<file path="config.mk">
export PLATFORM = sky130hd
export DESIGN_NAME = rsp_return_stack
export DESIGN_NICKNAME = d
export VERILOG_FILES = /design/src/logic/rsp_pkg.sv /design/src/logic/rsp_return_stack.sv
export SDC_FILE = /design/constraint.sdc
export NUM_CORES = 2
export LEC_CHECK = 0
export BUFFER_PORTS_ARGS = -buffer_cell sky130_fd_sc_hd__buf_2
export CAP_MARGIN = 25
export CORE_UTILIZATION = 58
export CTS_CLUSTER_SIZE = 30
export DETAILED_ROUTE_END_ITERATION = 6
export HOLD_SLACK_MARGIN = 0.02
export PLACE_DENSITY = 0.75
export RECOVER_POWER = 100
export SYNTH_ARGS = -nofsm -noshare
export SYNTH_HDL_FRONTEND = slang
export SYNTH_SLANG_ARGS = --single-unit
export TNS_END_PERCENT = 50
</file>
<file path="constraint.sdc">
create_clock -name CLK -period 3.8 [get_ports CLK]
set_input_delay 0.76 -clock CLK [delete_from_list [all_inputs] [get_ports CLK]]
set_output_delay 0.76 -clock CLK [all_outputs]
set_load 0.05 [all_outputs]
</file>
<file path="src/logic/rsp_pkg.sv">
// Constants for the return-address stack: register map, field layout, reset values.
`default_nettype none
package rsp_pkg;
  // Pointer
  localparam int           PTR_W       = 5;
  localparam logic [4:0]   PTR_EMPTY   = 5'h00;
  localparam logic [4:0]   PTR_ONE     = 5'h01;
  localparam logic [4:0]   PTR_MAX     = 5'h1F;
  localparam logic [4:0]   PTR_LAST_OK = 5'h1E;
  // Register bus
  localparam int           ADDR_W      = 4;
  localparam int           DATA_W      = 8;
  localparam logic [3:0]   OFS_STATUS  = 4'h0;
  localparam logic [3:0]   OFS_TOP_LOW = 4'h1;
  localparam logic [3:0]   OFS_TOP_HI  = 4'h2;
  localparam logic [3:0]   OFS_TOP_UP  = 4'h3;
  localparam logic [3:0]   OFS_CTRL    = 4'h4;
  localparam logic [3:0]   OFS_IRQ_ST  = 4'h5;
  localparam logic [3:0]   OFS_IRQ_CLR = 4'h6;
  localparam logic [3:0]   OFS_IRQ_EN  = 4'h7;
  localparam logic [7:0]   RD_UNMAPPED = 8'h00;
  // Pointer status fields
  localparam int           FULL_BIT    = 7;
  localparam int           UNF_BIT     = 6;
  localparam int           PTR_MSB     = 4;
  localparam int           PTR_LSB     = 0;
  // Control register
  localparam int           CTRL_OVF_EN = 0;
  localparam logic         OVF_EN_RST  = 1'b1;
  // Interrupt events
  localparam int           IRQ_N       = 3;
  localparam int           IRQ_FULL    = 0;
  localparam int           IRQ_UNF     = 1;
  localparam int           IRQ_OVR     = 2;
  localparam logic [2:0]   IRQ_RST     = 3'h0;
  // Top entry byte lanes
  localparam logic [1:0]   LANE_LOW    = 2'h0;
  localparam logic [1:0]   LANE_HIGH   = 2'h1;
  localparam logic [1:0]   LANE_UPPER  = 2'h2;
  localparam int           WORD_W      = 24;
  localparam int           PC_W_MIN    = 9;
  // Increment stored on the overflowing push
  localparam int           PC_OVF_INC  = 2;
endpackage : rsp_pkg
`default_nettype wire

</file>
<file path="src/logic/rsp_return_stack.sv">
// Return-address stack with pointer status, top-entry access and interrupt.
`timescale 1ns/1ps
`default_nettype none

////////////////////////////////////////////////////////////////////////////////
module rsp_return_stack #(
  parameter int PC_W = 21
) (
  // Clock and resets
  input  wire logic                        CLK,
  input  wire logic                        ARST_N,
  input  wire logic                        DEV_RST,
  // Sequencer operations
  input  wire logic                        PUSH,
  input  wire logic                        POP,
  input  wire logic [PC_W-1:0]             PUSH_PC,
  output logic      [PC_W-1:0]             POP_PC,
  output logic                             POP_DONE,
  output logic                             OVF_RESET,
  // Register port
  input  wire logic [rsp_pkg::ADDR_W-1:0]  ADDR,
  input  wire logic [rsp_pkg::DATA_W-1:0]  WDATA,
  input  wire logic                        WR,
  input  wire logic                        RD,
  output logic      [rsp_pkg::DATA_W-1:0]  RDATA,
  // Interrupt
  output logic                             IRQ
);

  if (PC_W < rsp_pkg::PC_W_MIN || PC_W > rsp_pkg::WORD_W) begin : g_chk
    $error("PC_W must fit in the three top-entry byte registers");
  end

  //////////////////////////////////////////////////////////////////////////////
  // Byte access helpers

  function automatic logic [7:0] get_byte(input logic [PC_W-1:0] w, input logic [1:0] lane);
    logic [rsp_pkg::WORD_W-1:0] wide;
    wide = rsp_pkg::WORD_W'(w);
    case (lane)
      rsp_pkg::LANE_LOW:   get_byte = wide[7:0];
      rsp_pkg::LANE_HIGH:  get_byte = wide[15:8];
      rsp_pkg::LANE_UPPER: get_byte = wide[23:16];
      default:             get_byte = 8'h00;
    endcase
  endfunction : get_byte

  function automatic logic [PC_W-1:0] set_byte(input logic [PC_W-1:0] w, input logic [1:0] lane,
                                               input logic [7:0] d);
    logic [rsp_pkg::WORD_W-1:0] wide;
    wide = rsp_pkg::WORD_W'(w);
    case (lane)
      rsp_pkg::LANE_LOW:   wide[7:0]   = d;
      rsp_pkg::LANE_HIGH:  wide[15:8]  = d;
      rsp_pkg::LANE_UPPER: wide[23:16] = d;
      default:             wide        = wide;
    endcase
    set_byte = wide[PC_W-1:0];
  endfunction : set_byte

  // Register select; one place decides what a write strobe addresses
  function automatic logic addr_is(input logic [rsp_pkg::ADDR_W-1:0] a,
                                   input logic [rsp_pkg::ADDR_W-1:0] ofs);
    addr_is = (a == ofs);
  endfunction : addr_is

  // Top entry lanes occupy three neighbouring offsets
  function automatic logic addr_is_top(input logic [rsp_pkg::ADDR_W-1:0] a);
    addr_is_top = addr_is(a, rsp_pkg::OFS_TOP_LOW) | addr_is(a, rsp_pkg::OFS_TOP_HI) |
                  addr_is(a, rsp_pkg::OFS_TOP_UP);
  endfunction : addr_is_top

  // Pointer steps wrap inside five bits; callers keep them in range
  function automatic logic [rsp_pkg::PTR_W-1:0] ptr_step(input logic [rsp_pkg::PTR_W-1:0] p,
                                                          input logic up);
    ptr_step = up ? rsp_pkg::PTR_W'(p + rsp_pkg::PTR_ONE) :
                    rsp_pkg::PTR_W'(p - rsp_pkg::PTR_ONE);
  endfunction : ptr_step

  //////////////////////////////////////////////////////////////////////////////
  // State

  logic [rsp_pkg::PTR_W-1:0] ptr_r;
  logic [rsp_pkg::PTR_W-1:0] ptr_nxt;
  logic                      full_r;
  logic                      full_nxt;
  logic                      unf_r;
  logic                      unf_nxt;
  logic                      ovf_en_r;
  logic [rsp_pkg::IRQ_N-1:0] irq_st_r;
  logic [rsp_pkg::IRQ_N-1:0] irq_en_r;
  // Every nonzero pointer owns an entry; zero means empty
  localparam int             DEPTH = (1 << rsp_pkg::PTR_W) - 1;
  logic [PC_W-1:0]           mem_r [1:DEPTH];

  logic                      is_push;
  logic                      is_pop;
  logic                      top_valid;
  logic                      at_max;
  logic                      push_store;
  logic                      full_evt;
  logic                      ovf_evt;
  logic                      unf_evt;
  logic [PC_W-1:0]           top_word;
  logic [PC_W-1:0]           store_val;
  logic [rsp_pkg::PTR_W-1:0] ptr_inc;
  logic                      wr_status;
  logic                      wr_top;
  logic [1:0]                top_lane;
  logic [rsp_pkg::IRQ_N-1:0] irq_set;
  logic [rsp_pkg::IRQ_N-1:0] irq_clr;
  logic                      core_busy;
  logic                      wr_ctrl;
  logic                      wr_irq_clr;
  logic                      wr_irq_en;
  logic                      full_clr;
  logic                      unf_clr;
  logic [rsp_pkg::DATA_W-1:0] rdata_nxt;

  //////////////////////////////////////////////////////////////////////////////
  // Operation decode

  // Push outranks a simultaneous pop; the sequencer never issues both
  assign is_push    = PUSH;
  assign is_pop     = POP & ~PUSH;
  assign top_valid  = (ptr_r != rsp_pkg::PTR_EMPTY);
  assign at_max     = (ptr_r == rsp_pkg::PTR_MAX);
  assign ptr_inc    = ptr_step(ptr_r, 1'b1);
  assign top_word   = top_valid ? mem_r[ptr_r] : '0;

  assign push_store = is_push & ~at_max;
  assign full_evt   = is_push & ((ptr_r == rsp_pkg::PTR_LAST_OK) | at_max);
  assign ovf_evt    = full_evt & ovf_en_r;
  assign unf_evt    = is_pop & ~top_valid;

  // store PC plus two on overflow
  assign store_val  = ovf_evt ? PC_W'(PUSH_PC + PC_W'(rsp_pkg::PC_OVF_INC)) : PUSH_PC;

  //////////////////////////////////////////////////////////////////////////////
  // Write decode

  // Core operations take the cycle; a status or top-entry write beside one is dropped
  // Dropping is cheaper than queueing; software must retry if it matters
  assign core_busy  = PUSH | POP;
  assign wr_status  = WR & ~core_busy & addr_is(ADDR, rsp_pkg::OFS_STATUS);
  // no entry to write while the stack is empty
  assign wr_top     = WR & ~core_busy & top_valid & addr_is_top(ADDR);
  // Control and interrupt registers never collide with the stack
  assign wr_ctrl    = WR & addr_is(ADDR, rsp_pkg::OFS_CTRL);
  assign wr_irq_clr = WR & addr_is(ADDR, rsp_pkg::OFS_IRQ_CLR);
  assign wr_irq_en  = WR & addr_is(ADDR, rsp_pkg::OFS_IRQ_EN);
  // a written 0 clears a flag, a written 1 is ignored
  assign full_clr   = wr_status & ~WDATA[rsp_pkg::FULL_BIT];
  assign unf_clr    = wr_status & ~WDATA[rsp_pkg::UNF_BIT];
  assign top_lane   = (ADDR == rsp_pkg::OFS_TOP_LOW) ? rsp_pkg::LANE_LOW :
                      (ADDR == rsp_pkg::OFS_TOP_HI)  ? rsp_pkg::LANE_HIGH : rsp_pkg::LANE_UPPER;

  //////////////////////////////////////////////////////////////////////////////
  // Pointer

  always_comb begin
    // Priority: reset, push, pop, software write
    // device reset and overflow reset zero the pointer
    if (DEV_RST || ovf_evt) begin
      ptr_nxt = rsp_pkg::PTR_EMPTY;
    end else if (is_push) begin
      ptr_nxt = at_max ? ptr_r : ptr_inc;
    // decrement after popping; stays at zero
    end else if (is_pop) begin
      ptr_nxt = top_valid ? ptr_step(ptr_r, 1'b0) : rsp_pkg::PTR_EMPTY;
    end else if (wr_status) begin
      ptr_nxt = WDATA[rsp_pkg::PTR_MSB:rsp_pkg::PTR_LSB];
    end else begin
      ptr_nxt = ptr_r;
    end
  end

  always_ff @(posedge CLK or negedge ARST_N) begin
    if (!ARST_N) begin
      ptr_r <= rsp_pkg::PTR_EMPTY;
    end else begin
      ptr_r <= ptr_nxt;
    end
  end

  //////////////////////////////////////////////////////////////////////////////
  // Status flags

  // writing 0 clears, writing 1 has no effect, set wins
  // device reset leaves both flags alone
  always_comb begin
    full_nxt = full_evt | (full_r & ~full_clr);
    unf_nxt  = unf_evt  | (unf_r  & ~unf_clr);
  end

  always_ff @(posedge CLK or negedge ARST_N) begin
    if (!ARST_N) begin
      full_r <= 1'b0;
      unf_r  <= 1'b0;
    end else begin
      full_r <= full_nxt;
      unf_r  <= unf_nxt;
    end
  end

  //////////////////////////////////////////////////////////////////////////////
  // Storage

  always_ff @(posedge CLK or negedge ARST_N) begin
    if (!ARST_N) begin
      for (int i = 1; i <= DEPTH; i++) begin
        mem_r[i] <= '0;
      end
    end else if (push_store) begin
      mem_r[ptr_inc] <= store_val;
    // byte write into the top entry
    end else if (wr_top) begin
      mem_r[ptr_r] <= set_byte(mem_r[ptr_r], top_lane, WDATA);
    end
  end

  //////////////////////////////////////////////////////////////////////////////
  // Sequencer answers

  // POP_PC holds between pops so the sequencer may fetch it late
  always_ff @(posedge CLK or negedge ARST_N) begin
    if (!ARST_N) begin
      POP_PC    <= '0;
      POP_DONE  <= 1'b0;
      OVF_RESET <= 1'b0;
    end else begin
      POP_DONE  <= is_pop;
      OVF_RESET <= ovf_evt;
      if (is_pop) begin
        POP_PC <= top_word;
      end
    end
  end

  //////////////////////////////////////////////////////////////////////////////
  // Control and interrupts

  always_ff @(posedge CLK or negedge ARST_N) begin
    if (!ARST_N) begin
      ovf_en_r <= rsp_pkg::OVF_EN_RST;
    end else if (wr_ctrl) begin
      ovf_en_r <= WDATA[rsp_pkg::CTRL_OVF_EN];
    end
  end

  always_comb begin
    irq_set                   = '0;
    irq_set[rsp_pkg::IRQ_FULL] = full_evt;
    irq_set[rsp_pkg::IRQ_UNF]  = unf_evt;
    irq_set[rsp_pkg::IRQ_OVR]  = ovf_evt;
    irq_clr = wr_irq_clr ? WDATA[rsp_pkg::IRQ_N-1:0] : '0;
  end

  // Write-one-to-clear; a new event in the clearing cycle survives
  always_ff @(posedge CLK or negedge ARST_N) begin
    if (!ARST_N) begin
      irq_st_r <= rsp_pkg::IRQ_RST;
    end else begin
      irq_st_r <= irq_set | (irq_st_r & ~irq_clr);
    end
  end

  always_ff @(posedge CLK or negedge ARST_N) begin
    if (!ARST_N) begin
      irq_en_r <= rsp_pkg::IRQ_RST;
    end else if (wr_irq_en) begin
      irq_en_r <= WDATA[rsp_pkg::IRQ_N-1:0];
    end
  end

  // Level output; drops only once every enabled cause is cleared
  assign IRQ = |(irq_st_r & irq_en_r);

  //////////////////////////////////////////////////////////////////////////////
  // Read data

  always_comb begin
    rdata_nxt = rsp_pkg::RD_UNMAPPED;
    if (RD) begin
      case (ADDR)
        // status layout, bit 5 reads zero
        rsp_pkg::OFS_STATUS: begin
          rdata_nxt                                    = '0;
          rdata_nxt[rsp_pkg::FULL_BIT]                 = full_r;
          rdata_nxt[rsp_pkg::UNF_BIT]                  = unf_r;
          rdata_nxt[rsp_pkg::PTR_MSB:rsp_pkg::PTR_LSB] = ptr_r;
        end
        rsp_pkg::OFS_TOP_LOW: rdata_nxt = get_byte(top_word, rsp_pkg::LANE_LOW);
        rsp_pkg::OFS_TOP_HI:  rdata_nxt = get_byte(top_word, rsp_pkg::LANE_HIGH);
        rsp_pkg::OFS_TOP_UP:  rdata_nxt = get_byte(top_word, rsp_pkg::LANE_UPPER);
        rsp_pkg::OFS_CTRL:    rdata_nxt = rsp_pkg::DATA_W'(ovf_en_r);
        rsp_pkg::OFS_IRQ_ST:  rdata_nxt = rsp_pkg::DATA_W'(irq_st_r);
        rsp_pkg::OFS_IRQ_EN:  rdata_nxt = rsp_pkg::DATA_W'(irq_en_r);
        // Clear register is write-only and reads as unmapped
        default:              rdata_nxt = rsp_pkg::RD_UNMAPPED;
      endcase
    end
  end

  // Data from a flop; zero outside the read answer cycle
  always_ff @(posedge CLK or negedge ARST_N) begin
    if (!ARST_N) begin
      RDATA <= rsp_pkg::RD_UNMAPPED;
    end else begin
      RDATA <= rdata_nxt;
    end
  end

endmodule : rsp_return_stack
`default_nettype wire

</file>
==> summary.txt <==
Final Hold Fails - 0
Post-Layout Inst Area - 0.04034 sq mm
core area - 0.06194 sq mm
buffer depth of the longest clock path - 3
launching element type of the critical path - flip-flop
clock slew at reported path FFs - 60 ps
Setup CP Type - reg2reg
pin count of the biggest net entering global routing - 145
maximum fanout along the worst path - 45
starting DRC count in detailed routing - 5188
critical path cell sequence - buf_4, nand4b_2, buf_12, o22ai_1, nor4_1, clkbuf_2, nand2_1, mux2i_4, clkbuf_4, o221ai_1
aggregate routed wire length - 147700 microns
Ys Warns - 0
signed area change from the synthesized netlist to the final layout - 10.35%
#FFs+latches synth - 696
RSZ-0062 raised after global routing - false
Fillers - 4999
count of placed standard cells including taps - 4175
HPWL reported at the end of detailed placement - 96570 microns
async set or reset register ratio after synthesis - 100.0%
cell area power density - 543.1 mW/mm^2
static power due to leakage - 16.72 nW
post-cts resize count - 0
floorplan row count - 91
drc violations - 0
register share of total power - 43.9%
Clk network pwr share - 34.7%
number of library cell types mapped by synthesis - 79
overall power of the completed layout - 21.91 mW
clock sinks - 696
post-route minimum period - 3876 ps
slew at the pin closest to its max-slew limit - 3244 ps
worst-case clock skew - 34.58 ps
status - finished with violations
cell-internal power - 15.00 mW
CTS tree - done
setup slack after placement - 157.1 ps
ratio of routed vias to standard cells - 7.725
Comb pwr share - 21.4%
number of nets in the layout - 3465
number of setup buffers added after CTS - 0
initial cell density of the core - 59.02%
number of violations of the max-capacitance limit - 1
Clk Tree Root Cell - sky130_fd_sc_hd__clkbuf_16
multi-input logic area - 0.01635 sq mm
maximum clock frequency - 258.0 MHz
depth of the CTS H-tree - 3
share of total power consumed by net switching - 31.52%
synthesized area per cell - 10.79 sq um
number of buffer cells added on primary ports - 71
failing checks - max-capacitance violations, max-slew violations, negative setup slack
count of final setup violators - 80
Post-DRT Antenna Nets - 0
highest cell delay on the worst timing path - 520 ps
Post-synth EDFFs - 0
master of the slowest instance on the critical path - sky130_fd_sc_hd__nand4b_2
arrival time of data at the critical path endpoint - 4410 ps
worst relative slew slack - -116.3%
cell area after placement - 0.03894 sq mm
die extent in y - 253.1 microns
layout cell share with drive strength beyond 1 - 15.92%
classification of the worst-slack hold path - in2reg
routability-driven placement congestion ratio - 1.013
worst vdd ir - 0.4103 mV
boundary pin count - 72
final worst path period share - 102.0%
final worst setup slack - -76.07 ps
clock latency reported for the late side of the worst-skew pair - 650 ps
Req. time, crit path - 4340 ps
hold-fix buffers at CTS - 0
Sequential Area - 0.01742 sq mm
initial antenna violation count - 1
GRT Util Overall - 46.34%
Num CTS Buffers - 74
Switch Pwr - 6.905 mW
filler-free cell count of the finished design - 4313
Routed wire per std cell - 34.24 microns
Die W - 253.1 microns
sequential fraction of the synthesis area - 47.64%
die area - 0.06404 sq mm
Syn Std Cell Area - 0.03656 sq mm
crit end category - flip-flop
Primary FF master, synth - sky130_fd_sc_hd__dfrtp_1
via count of the first global-routing pass - 32746
count of TritonRoute iterations in the first routing pass - 6
max-slew violation count - 53
global-route wire length before repair - 217100 microns
via count - 33319
gate count of the mapped netlist - 3388
share of the core filled with cells - 65.13%
remaining global-route overflow - 0
post-synth net total - 3435
-- critical path: cells and delay by family (launching register included) --
kind	cells	cell delay, ps
and+or+nand+nor	3	950
AOI/OAI and AO/OA	2	840
muxes	1	100
buffers and inverters	4	1440
DFF	1	390
-- flip-flops by register name, indices dropped and copies added, names as in the netlist --
signal	cells
ptr_r	5
ovf_en_r	1
full_r	1
POP_PC	21
POP_DONE	1
irq_en_r	3
OVF_RESET	1
RDATA	8
mem_r	651
unf_r	1
irq_st_r	3
-- metrics by stage --
stage                     hold slack [ps]  setup TNS [ps]
final                               476.9           -2024
after global routing                479.1               0
after CTS                           58.05               0
after global placement              466.6               0
after floorplan                     455.2               0
after detailed placement            471.3               0
-- layout make-up --
class                   count  area share (%)
well taps                 837           2.596
clock inverters            22          0.6234
repair buffers            348           7.304
clock buffers             110           5.632
inverters                  13          0.1210
multi-input cells        2285           40.52
diodes                      2         0.01241
flip-flops and latches    696           43.19
-- metal layers --
metal  global-route usage, %  routed length (microns)  vias to the layer above
met2                   65.57                    60930                     2962
met4                   37.14                    15110                        2
met5                  0.4633                       11                        -
met1                   57.92                    50870                    16462
li1                        -                        -                    13043
met3                   15.47                    20740                      850
-- power by group through the flow --
stage / Clock [mW] / Combinational, mW / Sequential [mW]
global route: 7.90 / 4.95 / 9.74
floorplan: 0 / 3.19 / 9.55
detailed placement: 0 / 4.81 / 9.69
global placement: 0 / 4.62 / 9.61
finish: 7.60 / 4.68 / 9.63
CTS: 7.59 / 4.84 / 9.58
-- cell usage after synthesis, drive strengths merged, types with 4 or more instances --
cell	instances	area, sq um
dfrtp	695	17390
nand2	477	1793
o221ai	367	4278
mux2i	312	3264
o21ai	291	1468
a22oi	278	2087
buf	206	1403
clkbuf	188	705.7
o22ai	138	863.3
a21oi	67	339.1
nor2	41	161.4
nor4	36	265.3
nor3	32	270.3
nand3	26	142.6
a22o	21	183.9
a211oi	20	160.2
and3	15	93.84
inv	13	48.79
xnor2	12	131.4
xor2	12	112.6
mux4	10	225.2
a2bb2oi	8	70.07
a32oi	8	70.07
and2	8	50.05
mux2	8	90.09
or3	8	50.05
ha	7	87.58
nand4bb	6	67.56
nor2b	6	37.54
or4b	6	60.06
and4	5	43.79
nand4	5	31.28
or2	5	31.28
nand2b	4	25.02
nand3b	4	30.03
nand4b	4	41.29
nor3b	4	45.05
o211ai	4	30.03
-- worst paths after layout --
path,end,cells past startpoint,slack (ps),from
setup / recovery,mem_r[472],10,-80,ptr_r[1]
hold / removal,ptr_r[3],3,480,DEV_RST
setup reg to reg,mem_r[472],10,-80,ptr_r[1]
hold reg to reg,mem_r[38],2,490,mem_r[38]
max in group asynchronous,mem_r[63],2,400,ARST_N
min in group asynchronous,mem_r[205],1,1390,ARST_N
-- cell families (layout without fill, tap and decap cells) --
family                     after synthesis  in the layout  synth area share [%]
and+or+nand+nor                        694            694                 8.905
muxes                                  330            330                 9.792
other                                    0              2                     0
AOI/OAI and AO/OA                     1230           1230                 26.85
buffers and inverters                  407            493                 5.900
xor gates and xnor gates                24             24                0.6674
DFF                                    696            696                 47.64
adders and majority gates                7              7                0.2396
-- placed cells by master, fill, tap and decap left out, drive strengths merged, types with 13 or more instances in the layout --
master    n
nand3    26
mux2i   312
and3     15
clkinv   15
a211oi   20
nor3     32
o21ai   291
nor4     36
clkbuf  187
inv      13
a22o     21
a21oi    67
nor2     41
dfrtp   695
nand2   477
a22oi   278
o22ai   138
buf     270
o221ai  367
Power figures use the tool's default switching activity.
